File: config.mk
export PLATFORM = sky130hd
export DESIGN_NAME = ampc_ctrl
export DESIGN_NICKNAME = d
export VERILOG_FILES = /design/src/rtl/ampc_pkg.sv /design/src/rtl/ampc_cfg_if.sv /design/src/rtl/ampc_ctrl.sv /design/src/rtl/ampc_retry.sv
export SDC_FILE = /design/constraint.sdc
export NUM_CORES = 1
export LEC_CHECK = 0
export BUFFER_PORTS_ARGS = -buffer_cell sky130_fd_sc_hd__buf_4
export CAP_MARGIN = 20
export CORE_MARGIN = 8
export CORE_UTILIZATION = 55
export CTS_CLUSTER_DIAMETER = 30
export DETAILED_ROUTE_END_ITERATION = 8
export HOLD_SLACK_MARGIN = 0.06
export PLACE_DENSITY_LB_ADDON = 0.15
export RECOVER_POWER = 25
export SLEW_MARGIN = 20
export SYNTH_ARGS = -nofsm -noshare
export SYNTH_HDL_FRONTEND = slang
export SYNTH_SLANG_ARGS = --single-unit
File: constraint.sdc
create_clock -name sys_clk -period 2.98 [get_ports sys_clk]
set_input_delay 0 -clock sys_clk [delete_from_list [all_inputs] [get_ports sys_clk]]
set_output_delay 0 -clock sys_clk [all_outputs]
set_load 0.05 [all_outputs]
File: src/rtl/ampc_pkg.sv
package ampc_pkg;
    // Decoded mode strap codes
    localparam logic [1:0] MODE_AD_NOSHIFT = 2'h0;
    localparam logic [1:0] MODE_BD_NOSHIFT = 2'h1;
    localparam logic [1:0] MODE_AD_SHIFT   = 2'h2;
    localparam logic [1:0] MODE_BD_SHIFT   = 2'h3;
    // Slave shift codes, eighths of pi
    localparam logic [1:0] SHIFT_NONE      = 2'h0;
    localparam logic [1:0] SHIFT_2_8       = 2'h2;
    // Retry timing
    localparam int unsigned CLK_MHZ        = 200;
    localparam int unsigned RETRY_MS       = 50;
    localparam int unsigned RETRY_CYCLES   = RETRY_MS * 1000 * CLK_MHZ;
    localparam int unsigned RETRY_W        = 24;
    localparam int unsigned NUM_CH         = 4;
    typedef enum logic [2:0] {
        AMPC_OFF, AMPC_STANDBY, AMPC_CHECK, AMPC_MUTE, AMPC_RUN
    } ampc_state_t;
endpackage : ampc_pkg

File: src/rtl/ampc_cfg_if.sv
`timescale 1ns/10ps
`default_nettype none
interface ampc_cfg_if;
    logic       modulation_bd;
    logic [1:0] slave_shift;
    logic       stagger_off;
    logic       clock_double;
    modport src (output modulation_bd, slave_shift, stagger_off,
                 clock_double);
    modport dst (input modulation_bd, slave_shift, stagger_off,
                 clock_double);
endinterface // ampc_cfg_if
`default_nettype wire

File: src/rtl/ampc_ctrl.sv
`timescale 1ns/10ps
`default_nettype none
module ampc_ctrl
    import ampc_pkg::*;
#(
    parameter int unsigned RETRY_COUNT = RETRY_CYCLES
)(
    input  wire logic                  sys_clk,
    input  wire logic                  rst_n,
    input  wire logic                  osc_set_strap,
    input  wire logic                  spread_pll_strap,
    input  wire logic [1:0]            mode_strap,
    input  wire logic [3:0]            addr_select_strap,
    input  wire logic                  shared_clock_pin_in,
    input  wire logic                  osc_tick,
    input  wire logic                  host_wr,
    input  wire logic                  modulation_select_bit,
    input  wire logic [1:0]            slave_shift_field,
    input  wire logic                  stagger_disable_bit,
    input  wire logic                  clock_double_bit,
    input  wire logic                  offset_enable_bit_a,
    input  wire logic                  offset_enable_bit_b,
    input  wire logic                  undervolt_level_bit,
    input  wire logic                  enable_pin,
    input  wire logic                  host_standby_exit,
    input  wire logic                  thermal_foldback,
    input  wire logic                  thermal_shutdown,
    input  wire logic                  overtemp_trip,
    input  wire logic [NUM_CH-1:0]     overcurrent_trip,
    input  wire logic [NUM_CH-1:0]     load_short,
    input  wire logic [NUM_CH-1:0]     supply_short,
    input  wire logic [NUM_CH-1:0]     terminal_short,
    input  wire logic [NUM_CH-1:0]     dc_over_2v,
    input  wire logic                  analog_below_8v,
    input  wire logic                  ramp_filter_grounded,
    input  wire logic                  below_6v,
    input  wire logic                  overvolt_trip,
    output logic                       shared_clock_pin_out,
    output logic                       shared_clock_pin_oe,
    output logic                       clock_master,
    output logic                       spread_enable,
    output logic                       pll_enable,
    output logic                       bus_mode,
    output logic [3:0]                 bus_address,
    output logic                       modulation_bd,
    output logic [1:0]                 phase_shift,
    output logic                       pair34_stagger,
    output logic                       gain_reduce,
    output logic                       mute,
    output logic                       discharge_caps,
    output logic [NUM_CH-1:0]          stage_enable,
    output logic [NUM_CH-1:0]          current_limit,
    output logic [NUM_CH-1:0]          window_active,
    output logic                       offset_guard,
    output logic                       undervolt_guard,
    output logic                       overvolt_guard,
    output ampc_state_t                state
);
    ampc_cfg_if cfg ();

    ////////////////////////////////////////////////////////////////////////
    // Host configuration bits
    logic       mod_reg;
    logic [1:0] shift_reg;
    logic       stag_reg;
    logic       dbl_reg;
    logic       offa_reg;
    logic       offb_reg;
    logic       uvlvl_reg;

    always_ff @(posedge sys_clk or negedge rst_n)
    begin
        if (!rst_n)
        begin
            mod_reg   <= 1'b0;
            shift_reg <= 2'h0;
            stag_reg  <= 1'b0;
            dbl_reg   <= 1'b0;
            offa_reg  <= 1'b0;
            offb_reg  <= 1'b0;
            uvlvl_reg <= 1'b0;
        end
        else if (host_wr && bus_mode)
        begin
            mod_reg   <= modulation_select_bit;
            shift_reg <= slave_shift_field;
            stag_reg  <= stagger_disable_bit;
            dbl_reg   <= clock_double_bit;
            offa_reg  <= offset_enable_bit_a;
            offb_reg  <= offset_enable_bit_b;
            uvlvl_reg <= undervolt_level_bit;
        end
    end

    ////////////////////////////////////////////////////////////////////////
    // Strap latch, frozen while undervoltage active
    logic       bus_reg;
    logic [1:0] mstrap_reg;
    logic [3:0] addr_reg;

    always_ff @(posedge sys_clk or negedge rst_n)
    begin
        if (!rst_n)
        begin
            bus_reg    <= 1'b0;
            mstrap_reg <= 2'h0;
            addr_reg   <= 4'h0;
        end
        else if (!undervolt_guard)
        begin
            bus_reg    <= (addr_select_strap != 4'h0);
            mstrap_reg <= mode_strap;
            addr_reg   <= addr_select_strap;
        end
    end
    assign bus_mode    = bus_reg;
    assign bus_address = addr_reg;

    ////////////////////////////////////////////////////////////////////////
    // Clock and modulation selection
    wire logic strap_bd    = mstrap_reg[0];
    wire logic strap_shift = mstrap_reg[1];
    assign cfg.modulation_bd = bus_reg ? mod_reg : strap_bd;
    assign cfg.clock_double  = bus_reg & dbl_reg;
    assign cfg.stagger_off   = bus_reg & stag_reg;
    assign cfg.slave_shift   = bus_reg ? shift_reg
                             : (strap_shift ? SHIFT_2_8 : SHIFT_NONE);

    assign clock_master   = osc_set_strap;
    assign spread_enable  = osc_set_strap & spread_pll_strap;
    assign pll_enable     = ~osc_set_strap & spread_pll_strap;
    assign modulation_bd  = cfg.modulation_bd;
    assign phase_shift    = pll_enable ? cfg.slave_shift : SHIFT_NONE;
    assign pair34_stagger = ~cfg.stagger_off;

    logic half_reg;
    logic clk_out_reg;
    always_ff @(posedge sys_clk or negedge rst_n)
    begin
        if (!rst_n)
        begin
            half_reg    <= 1'b0;
            clk_out_reg <= 1'b0;
        end
        else if (osc_tick)
        begin
            half_reg    <= ~half_reg;
            clk_out_reg <= cfg.clock_double ? ~clk_out_reg
                                            : (half_reg ? ~clk_out_reg
                                                        : clk_out_reg);
        end
    end
    assign shared_clock_pin_out = clk_out_reg;
    assign shared_clock_pin_oe  = clock_master;

    ////////////////////////////////////////////////////////////////////////
    // Supply and thermal guards, combinational
    assign undervolt_guard = below_6v | (uvlvl_reg & analog_below_8v);
    assign overvolt_guard  = overvolt_trip;
    wire logic supply_fault = undervolt_guard | overvolt_guard;
    wire logic hard_off = overtemp_trip | thermal_shutdown | supply_fault;
    assign gain_reduce     = thermal_foldback & ~hard_off;
    assign discharge_caps  = supply_fault;
    assign offset_guard = (offa_reg | offb_reg) & ~analog_below_8v
                        & ~ramp_filter_grounded & (|dc_over_2v)
                        & (state == AMPC_MUTE || state == AMPC_RUN);

    ////////////////////////////////////////////////////////////////////////
    // Start-up sequence
    ampc_state_t state_reg;
    ampc_state_t state_next;
    logic [NUM_CH-1:0] ready_reg;

    always_comb
    begin
        state_next = state_reg;
        case (state_reg)
            AMPC_OFF:
                if (enable_pin)
                    state_next = bus_reg ? AMPC_STANDBY : AMPC_CHECK;
            AMPC_STANDBY:
                if (host_standby_exit)
                    state_next = AMPC_CHECK;
            AMPC_CHECK:
                state_next = AMPC_MUTE;
            AMPC_MUTE:
                state_next = AMPC_RUN;
            AMPC_RUN:
                state_next = AMPC_RUN;
            default:
                state_next = AMPC_OFF;
        endcase
        if (!enable_pin || supply_fault)
            state_next = AMPC_OFF;
    end

    always_ff @(posedge sys_clk or negedge rst_n)
    begin
        if (!rst_n)
        begin
            state_reg <= AMPC_OFF;
            ready_reg <= '0;
        end
        else
        begin
            state_reg <= state_next;
            if (state_reg == AMPC_OFF)
                ready_reg <= '0;
            else if (state_reg != AMPC_STANDBY)
                ready_reg <= ready_reg | ~terminal_short;
        end
    end
    assign state = state_reg;
    assign mute  = (state_reg != AMPC_RUN) | undervolt_guard;

    ////////////////////////////////////////////////////////////////////////
    // Per-channel short retry
    logic [NUM_CH-1:0] chan_off;
    genvar ch;
    generate
        for (ch = 0; ch < NUM_CH; ch++)
        begin : g_ch
            ampc_retry #(.RETRY_COUNT(RETRY_COUNT)) u_retry (
                .sys_clk      (sys_clk),
                .rst_n        (rst_n),
                .short_in     (load_short[ch] | supply_short[ch]),
                .supply_short (supply_short[ch]),
                .chan_off     (chan_off[ch]),
                .window_hold  (window_active[ch])
            );
        end
    endgenerate

    wire logic running = (state_reg == AMPC_MUTE) || (state_reg == AMPC_RUN);
    assign stage_enable = (running && !hard_off) ? (ready_reg & ~chan_off)
                                                 : '0;
    assign current_limit = overcurrent_trip & ~load_short & ~supply_short;

    ////////////////////////////////////////////////////////////////////////
    // Checks
    chk_otp_all_off: assert property (
        @(posedge sys_clk) disable iff (!rst_n)
        overtemp_trip |-> stage_enable == '0)
        else $error("stage enabled during overtemperature");
    chk_no_dbl_nobus: assert property (
        @(posedge sys_clk) disable iff (!rst_n)
        !bus_reg |-> !cfg.clock_double)
        else $error("clock doubling outside bus mode");
    chk_strap_frozen: assert property (
        @(posedge sys_clk) disable iff (!rst_n)
        undervolt_guard |=> $stable(mstrap_reg) && $stable(addr_reg))
        else $error("straps changed during undervoltage");
    chk_uv_mutes: assert property (
        @(posedge sys_clk) disable iff (!rst_n)
        undervolt_guard |-> mute ##1 state_reg == AMPC_OFF)
        else $error("undervoltage did not mute and stop");
    chk_nobus_mute: assert property (
        @(posedge sys_clk) disable iff (!rst_n)
        state_reg == AMPC_OFF && enable_pin && !bus_reg && !supply_fault
        |=> state_reg == AMPC_CHECK ##1 state_reg == AMPC_MUTE)
        else $error("no-bus enable did not reach mute");
    chk_short_halt: assert property (
        @(posedge sys_clk) disable iff (!rst_n)
        state_reg == AMPC_CHECK && terminal_short[2] |=> !stage_enable[2])
        else $error("shorted channel started");
    chk_ocp_limits: assert property (
        @(posedge sys_clk) disable iff (!rst_n)
        overcurrent_trip[0] && !load_short[0] && !supply_short[0]
        |-> current_limit[0])
        else $error("current limit missing");
    chk_offset_low: assert property (
        @(posedge sys_clk) disable iff (!rst_n)
        analog_below_8v || ramp_filter_grounded |-> !offset_guard)
        else $error("offset guard active while forced off");
    chk_stagger_def: assert property (
        @(posedge sys_clk) disable iff (!rst_n)
        !stag_reg |-> pair34_stagger)
        else $error("stagger lost by default");
    cov_run: cover property (@(posedge sys_clk) disable iff (!rst_n)
        state_reg == AMPC_MUTE ##1 state_reg == AMPC_RUN);
    cov_retry: cover property (@(posedge sys_clk) disable iff (!rst_n)
        $fell(chan_off[0]));
    cov_window: cover property (@(posedge sys_clk) disable iff (!rst_n)
        window_active[1]);
    cov_foldback: cover property (@(posedge sys_clk) disable iff (!rst_n)
        gain_reduce && state_reg == AMPC_RUN);
endmodule // ampc_ctrl
`default_nettype wire

File: src/rtl/ampc_retry.sv
`timescale 1ns/10ps
`default_nettype none
module ampc_retry
    import ampc_pkg::*;
#(
    parameter int unsigned RETRY_COUNT = RETRY_CYCLES
)(
    input  wire logic sys_clk,
    input  wire logic rst_n,
    input  wire logic short_in,
    input  wire logic supply_short,
    output logic      chan_off,
    output logic      window_hold
);
    logic [RETRY_W-1:0] cnt_reg;
    logic               off_reg;
    logic               win_reg;
    wire  logic         expired = (cnt_reg == '0);

    // Off on short; a load short restarts the interval at each expiry while it persists, a supply short holds off until it clears
    always_ff @(posedge sys_clk or negedge rst_n)
    begin
        if (!rst_n)
        begin
            off_reg <= 1'b0;
            win_reg <= 1'b0;
            cnt_reg <= '0;
        end
        else if (!off_reg)
        begin
            if (short_in)
            begin
                off_reg <= 1'b1;
                win_reg <= supply_short;
                cnt_reg <= RETRY_W'(RETRY_COUNT - 1);
            end
        end
        else if (!expired)
            cnt_reg <= cnt_reg - 1'b1;
        else if (win_reg && supply_short)
            off_reg <= 1'b1;
        else if (short_in && !win_reg)
            cnt_reg <= RETRY_W'(RETRY_COUNT - 1);
        else
        begin
            off_reg <= 1'b0;
            win_reg <= 1'b0;
        end
    end
    assign chan_off    = off_reg;
    assign window_hold = win_reg;

    chk_win_holds_off: assert property (
        @(posedge sys_clk) disable iff (!rst_n)
        off_reg && win_reg && supply_short |=> off_reg)
        else $error("window hold released during supply short");
endmodule // ampc_retry
`default_nettype wire

==> results of run 1 <==
[stage by stage]
stage,hold WS (ps),area (um^2)
final,204,8860
after global routing,232,8860
after CTS,166,8910
after detailed placement,113,7900
after global placement,109,7900
after floorplan,-296,7070
[cells in the mapped netlist (all sizes together) (5+ instances only)]
library cell  count  area share (%)
a21oi            48             3.4
nor3b             9            0.96
o41ai            17             2.1
nand2            64             3.4
dfrtp           128              45
or4              19             2.1
nor3             46             3.3
mux2i             5            0.71
o31ai            29             3.1
or3              11             1.0
and4              5            0.62
o21ai            79             5.6
mux2              9             1.4
and2              7            0.62
nand2b            8            0.71
a31oi            46             4.1
a21o             12             1.3
nand3            11            0.78
o21a              5            0.53
buf              16             1.5
nor2             64             3.4
inv              25             1.3
nand4             8            0.71
nor4             33             2.9
and3              8            0.71
clkbuf           33             1.8
ha                8             1.4
[final cells by class]
class	instances	area (um^2)	area share, %
Tap cell	172	215	2.43
Multi-Input combinational cell	596	3550	40.1
Sequential cell	128	3200	36.1
Clock inverter	5	75.1	0.847
Inverter	26	97.6	1.10
Timing Repair Buffer	152	1200	13.5
Clock buffer	25	526	5.93
[kinds of logic (layout without fill, tap and decap cells)]
kind of cell / Yosys count / count (layout) / synth area share, %
and+or+nand+nor: 308 / 308 / 22.8
DFF: 128 / 128 / 45.3
xor gates and xnor gates: 2 / 2 / 0.248
AOI/OAI and AO/OA: 264 / 264 / 23.5
buffers and inverters: 75 / 208 / 4.60
muxes: 14 / 14 / 2.14
adders and majority gates: 8 / 8 / 1.41
[routing by layer]
metal  track usage (%)  vias to the layer above  wire length [um]
li1                  -                     3265                 -
met1              28.7                     3339              8180
met2              40.3                      264              9650
met3              6.74                       32              1250
met4              7.79                        0               289
met5                 0                        -                 0
[final timing paths]
check	depth (start not counted)	endpoint	from	slack, ps
worst max-delay path	7	stage_enable[1]	uvlvl_reg	280
worst min-delay path	6	mstrap_reg[0]	below_6v	200
worst max register to register	5	g_ch[2].u_retry.cnt_reg[14]	g_ch[2].u_retry.cnt_reg[8]	310
max in group asynchronous	3	bus_address[3]	rst_n	810
worst min register to register	1	half_reg	half_reg	470
min in group asynchronous	2	g_ch[1].u_retry.cnt_reg[17]	rst_n	480
[what timing repair did]
action	CTS	global route
hold buffers	41	0
setup buffers	0	0
endpoints found under the hold margin	91	0
[worst register-to-register path, cell delays in order (launching register included)]
cell and delay [ps]:
dfrtp_1 430, or4_1 550, or4_4 610, o31a_1 550
and2_1 240, o21a_1 180
[report_power, final]
part / leakage (nW) / internal, mW / switching, mW / total (mW)
registers: 1.36 / 1.86 / 0.139 / 2.00
logic: 1.90 / 0.262 / 0.396 / 0.657
clock network: 0.301 / 1.37 / 0.735 / 2.11
==> results_dict.tcl, run 1 <==
set metrics [dict create \
    vias_per_cell 6.25 \
    grt_pass1_vias 6739 \
    synth_edf_count 0 \
    grt_pass1_wl_um 32300 \
    vias 6900 \
    crit_path_cell_trace "a21oi_1 -> buf_4 -> clkinv_1 -> nor2_1 -> nand3b_1 -> nor3b_1 -> buf_4" \
    gr-total-overflow 0 \
    required_ps 2980 \
    drive_gt1_share_pct 15.8 \
    outcome "complete, no violations" \
    hold_violations 0 \
    cts-resized-gates 0 \
    wire_per_inst_um 17.5 \
    syn-num-nets 857 \
    cts.path.max_buffers 2 \
    die_area_um2 16700 \
    cts_buffers 17 \
    syn_inst 799 \
    htree_levels 4 \
    nNetsFinal 979 \
    root_buffer "clkbuf_16" \
    final_max_slew_viol_count 0 \
    path_common_cell "buf_4" \
    largest_reg_flops 96 \
    seq_area_frac_synth_pct 45.3 \
    clock_skew_ps 8.36 \
    grt_max_degree 59 \
    max_stage_delay_ps 410 \
    port_buffers 83 \
    worst_slack_ps 280 \
    p_leak_nw 3.56 \
    cts_tree "done" \
    netlist_area_um2 7070 \
    worst_setup_path_start_kind "flop" \
    gp_congestion 0.870 \
    start_util_pct 56.3 \
    antenna_found_initial 0 \
    fmaxAchievable_ghz 0.370 \
    syn_area_per_cell_um2 8.85 \
    powerDensity_nw_per_um2 538 \
    arrival_ps 2700 \
    crit_fanout 10 \
    ys_ff_latch 128 \
    instances_no_fill 1104 \
    synth_flop_cell "dfrtp_1" \
    synthToLayoutAreaGrowth_pct 25.3 \
    antenna_cells 0 \
    crit_type "reg2out" \
    num-fill-cells 945 \
    dp_cells 1033 \
    hpwl_um 12500 \
    clock_latency_ps 420 \
    synth-async-reset-ratio_pct 100 \
    antenna_left 0 \
    drtPass1Iterations 6 \
    rows 41 \
    pin_count 85 \
    drv_cap 0 \
    ir_worst_vdd_uv 438 \
    cts_sinks 128 \
    finalSetupTns_ps 0 \
    cpMaxStageDelayCell "nor3b_1" \
    clk_pin_slew_ps 60 \
    dp_slack_ps 279 \
    drc_errors 0 \
    die-height_um 129 \
    final_common_cell "dfrtp_1" \
    grtUsageTotal_pct 23.8 \
    worstMarginPinSlew_ps 1470 \
    rsz0062_at_grt "no" \
    utilization_pct 70.5 \
    fin_crit_ps 2700 \
    ys_types 60 \
    fp.dieW_um 129 \
    hold_class "in2reg" \
    finalCritPeriodShare_pct 90.6 \
    power_mw 4.77 \
    wl_um 19400 \
    synth-warning-count 0 \
    crit_family "simple AND/OR/NAND/NOR gates" \
    crit_buf_inv 3 \
    final_cell_mix "dfrtp_1, buf_4, o21ai_0" \
    endpoint_kind "output port" \
    core_area_um2 12600 \
    drt_iter0_drc 612 \
    slew_headroom_pct 1.98 \
    final-setup-viol-count 0 \
]
No activity file was read; power rests on OpenSTA's default activity.
==> run 2: changes to the inputs <==
--- a/config.mk
+++ b/config.mk
@@ -8,11 +8,11 @@
 export BUFFER_PORTS_ARGS = -buffer_cell sky130_fd_sc_hd__buf_4
 export CAP_MARGIN = 20
 export CORE_MARGIN = 8
-export CORE_UTILIZATION = 55
+export CORE_UTILIZATION = 59
 export CTS_CLUSTER_DIAMETER = 30
 export DETAILED_ROUTE_END_ITERATION = 8
 export HOLD_SLACK_MARGIN = 0.06
-export PLACE_DENSITY_LB_ADDON = 0.15
+export PLACE_DENSITY = 0.88
 export RECOVER_POWER = 25
 export SLEW_MARGIN = 20
 export SYNTH_ARGS = -nofsm -noshare
==> results_dict.tcl, run 2 (synthesis results as in run 1) <==
set metrics [dict create \
    arrival_ps 2850 \
    wire_per_inst_um 17.8 \
    nNetsFinal 984 \
    cts_sinks 128 \
    crit_type "reg2out" \
    largest_reg_flops 96 \
    fin_crit_ps 2850 \
    rsz0062_at_grt "no" \
    die_area_um2 15800 \
    crit_path_cell_trace "a21oi_1 -> clkinv_1 -> nor2_1 -> nand3b_1 -> nor3b_1 -> buf_4" \
    clk_pin_slew_ps 60 \
    power_mw 4.73 \
    violations "max-capacitance violations, max-slew violations" \
    grt_pass1_wl_um 32200 \
    vias 6872 \
    cts.path.max_buffers 2 \
    worst_setup_path_start_kind "flop" \
    core_area_um2 11900 \
    port_buffers 83 \
    p_leak_nw 3.59 \
    clock_skew_ps 8.08 \
    gr-total-overflow 0 \
    outcome "complete, but fails checks" \
    final_cell_mix "dfrtp_1, buf_4, o21ai_0" \
    drc_errors 0 \
    place_area_um2 7880 \
    root_buffer "clkbuf_16" \
    cts_setup_buffers 0 \
    worstMarginPinSlew_ps 1830 \
    crit_fanout 10 \
    crit_buf_inv 2 \
    wl_um 19300 \
    antenna_cells 0 \
    rows 40 \
    fp.dieW_um 126 \
    finalCritPeriodShare_pct 95.7 \
    antenna_found_initial 0 \
    hpwl_um 12200 \
    grt_pass1_vias 6613 \
    hold_class "in2reg" \
    vias_per_cell 6.35 \
    final-setup-viol-count 0 \
    gp_congestion 0.873 \
    drtPass1Iterations 5 \
    design_area_um2 8880 \
    cts_buffers 17 \
    clock_latency_ps 430 \
    drt_iter0_drc 853 \
    synthToLayoutAreaGrowth_pct 25.6 \
    cpMaxStageDelayCell "nor3b_1" \
    hold_violations 0 \
    drive_gt1_share_pct 16.2 \
    max_stage_delay_ps 450 \
    fmaxAchievable_ghz 0.351 \
    final_max_slew_viol_count 36 \
    htree_levels 4 \
    endpoint_kind "output port" \
    slew_headroom_pct -21.9 \
    antenna_left 0 \
    ir_worst_vdd_uv 502 \
    drv_cap 1 \
    powerDensity_nw_per_um2 533 \
    pin_count 85 \
    die-height_um 126 \
    crit_family "simple AND/OR/NAND/NOR gates" \
    required_ps 2980 \
    start_util_pct 59.6 \
    grtUsageTotal_pct 24.8 \
    grt_max_degree 58 \
    final_common_cell "dfrtp_1" \
    cts_tree "done" \
    cts-resized-gates 0 \
]
## run 2: repair_timing
item	CTS	global route
setup endpoints to repair	0	0
hold buffers	47	0
endpoints found under the hold margin	126	0
## run 2: worst reg2reg max path: stages, from the launching register on
cell and delay, ps:
dfrtp_1 420, or4_1 560, or4_4 610, o31a_1 540
and2_1 230, o21a_1 170
## run 2: per-stage QoR
step	TNS (ps)	utilization (%)	instances	hold slack, ps	worst slack, ps
finish	0	74.9	1083	127	129
CTS	0	75.2	1083	67.9	207
floorplan	-189	-	799	-296	-47.2
global placement	0	66.4	1007	-18.9	398
detailed placement	0	66.4	1007	-23.8	392
global route	0	74.9	1083	159	0.631
## run 2: area by class of cell
class / count / area [um^2]
multi-input cells: 596 / 3560
flip-flops and latches: 128 / 3200
fillers: 776 / 2980
repair buffers: 157 / 1270
clock buffers: 22 / 484
well taps: 147 / 184
inverters: 26 / 97.6
clock inverters: 7 / 85.1
## run 2: routing by layer
metal / share of wire, % / vias up / global-route usage, %
li1: - / 3284 / -
met2: 49 / 262 / 41.1
met3: 6.7 / 40 / 7.01
met4: 2.2 / 0 / 9.74
met1: 42 / 3286 / 30.1
met5: 0 / - / 0
## run 2: worst paths after layout
path                                             start                           to  slack [ps]  cells after the start
min reg2reg                g_ch[1].u_retry.cnt_reg[10]  g_ch[1].u_retry.cnt_reg[10]         470                      1
max reg2reg                 g_ch[2].u_retry.cnt_reg[8]  g_ch[2].u_retry.cnt_reg[14]         340                      5
min in group asynchronous                        rst_n                     stag_reg         610                      2
max                                          uvlvl_reg              stage_enable[0]         130                      6
max in group asynchronous                        rst_n  g_ch[2].u_retry.cnt_reg[12]         640                      3
min                                           below_6v                     bus_mode         130                      5
## run 2: report_power, final
| part | switching, mW | internal (mW) |
|---|---|---|
| Sequential | 0.145 | 1.86 |
| Clock | 0.731 | 1.30 |
| Combinational | 0.407 | 0.295 |
==> run 3: changes to the inputs <==
--- a/config.mk
+++ b/config.mk
@@ -13,7 +13,7 @@
 export DETAILED_ROUTE_END_ITERATION = 8
 export HOLD_SLACK_MARGIN = 0.06
 export PLACE_DENSITY = 0.88
-export RECOVER_POWER = 25
+export RECOVER_POWER = 100
 export SLEW_MARGIN = 20
 export SYNTH_ARGS = -nofsm -noshare
 export SYNTH_HDL_FRONTEND = slang
==> results_dict.tcl, run 3 (synthesis results as in run 1) <==
set metrics [dict create \
    start_util_pct 59.6 \
    rsz0062_at_grt "no" \
    final_max_slew_viol_count 36 \
    postCtsHoldBufs 47 \
    crit_end "stage_enable[0]" \
    p_leak_nw 3.45 \
    routed.top_layer "met4" \
    final_common_cell "dfrtp_1" \
    grt_pass1_vias 6613 \
    internal_power_mw 3.42 \
    drive_gt1_share_pct 12.4 \
    core_area_um2 11900 \
    seq_power_share_pct 42.7 \
    drt_iter0_drc 735 \
    wl_um 19300 \
    root_buffer "clkbuf_16" \
    hold_class "in2reg" \
    switching_share_pct 27.3 \
    grtUsageTotal_pct 24.8 \
    wl_met3_um 1260 \
    vias_per_cell 6.36 \
    antenna_cells 0 \
    hold_ws_ps 123 \
    cts_sinks 128 \
    wire_per_inst_um 17.9 \
    vias 6891 \
    ir_worst_vdd_uv 492 \
    synthToLayoutAreaGrowth_pct 23.4 \
    drv_cap 1 \
    fp.dieW_um 126 \
    htree_levels 4 \
    register_area_um2 3200 \
    startpoint "uvlvl_reg" \
    slew_headroom_pct -20.8 \
    port_buffers 83 \
    cts_buffers 17 \
    hpwl_um 12200 \
    power_mw 4.70 \
    antenna_found_initial 0 \
    required_ps 2980 \
    p_sw_mw 1.28 \
    crit_fanout 10 \
    antenna_left 0 \
    r2r_end "g_ch[2].u_retry.cnt_reg[17]" \
    cts_tree "done" \
    gr-total-overflow 0 \
    outcome "complete, but fails checks" \
    powerDensity_nw_per_um2 538 \
    worst_setup_path_start_kind "flop" \
    die_area_um2 15800 \
    violations "max-capacitance violations, max-slew violations" \
    endpoint_kind "output port" \
    rows 40 \
    cts_setup_buffers 0 \
    pin_count 85 \
    cts-resized-gates 0 \
    clockPowerShare_pct 43.1 \
    fmaxAchievable_ghz 0.355 \
    hold_violations 0 \
    clock_latency_ps 430 \
    fin_crit_ps 2820 \
    r2r_start "g_ch[2].u_retry.cnt_reg[8]" \
    finalCritPeriodShare_pct 94.6 \
    cts.path.max_buffers 2 \
    grt_max_degree 58 \
    multiInputGateArea_um2 3550 \
    wl_met1_um 8140 \
    clk_pin_slew_ps 60 \
    finalSetupTns_ps 0 \
    drtPass1Iterations 5 \
    combPwrFrac_pct 14.2 \
    grt_pass1_wl_um 32200 \
    gp_congestion 0.873 \
    worstMarginPinSlew_ps 1810 \
    routed-wl-met2_um 9540 \
    final-setup-viol-count 0 \
    die-height_um 126 \
    drc_errors 0 \
    largest_reg_flops 96 \
    reg2regPathDepth 6 \
    clock_skew_ps 7.92 \
    num-fill-cells 834 \
    nNetsFinal 984 \
    arrival_ps 2820 \
    rrSetupSlack_ps 180 \
    final_cell_mix "dfrtp_1, o21ai_0, nor2_1, nand2_1, buf_4" \
    crit_type "reg2out" \
]
==> run 3: worst min-delay path by stage <==
stage	startpoint	endpoint	slack (ps)	depth (start not counted)
2_1_floorplan	rst_n	bus_address[0]	-300	0
3_3_place_gp	rst_n	stag_reg	-20	1
3_5_place_dp	rst_n	stag_reg	-20	1
4_1_cts	below_6v	bus_mode	70	4
5_1_grt	below_6v	bus_mode	160	5
6_report	below_6v	bus_mode	120	5
==> run 3: cell type report <==
cell class | instances | area share [%]
timing repair buffer | 157 | 12.9
clock buffer | 22 | 5.55
sequential | 128 | 36.7
clock inverter | 7 | 0.975
multi-input combinational | 596 | 40.7
inverter | 26 | 1.12
tap | 147 | 2.11
==> run 3: per-stage QoR <==
| stage | utilization [%] | instances | area [um^2] | setup slack [ps] |
|---|---|---|---|---|
| 2_1_floorplan | - | 799 | 7070 | -47.2 |
| 5_1_grt | 73.6 | 1083 | 8730 | 9.12 |
| 3_5_place_dp | 66.4 | 1007 | 7880 | 392 |
| 3_3_place_gp | 66.4 | 1007 | 7880 | 398 |
| 6_report | 73.6 | 1083 | 8730 | 160 |
| 4_1_cts | 75.2 | 1083 | 8920 | 207 |
==> run 3: routing by layer <==
layer	vias up	global-route usage (%)
met5	-	0
met1	3298	30.1
met2	272	41.1
li1	3280	-
met3	41	7.01
met4	0	9.74
==> run 3: critical path, stage by stage, from the launching register on <==
cell and delay, ps:
dfrtp_1 380, a21oi_1 200, clkinv_1 310, nor2_1 400
nand3b_1 390, nor3b_1 440, buf_4 270
==> run 3: power by group through the flow <==
stage	sequential [mW]	combinational [mW]	clock (mW)
after global placement	2.02	0.607	0
after global routing	2.02	0.721	2.12
after CTS	2.00	0.695	2.05
after detailed placement	2.02	0.624	0
after floorplan	2.05	0.346	0
final	2.01	0.666	2.03
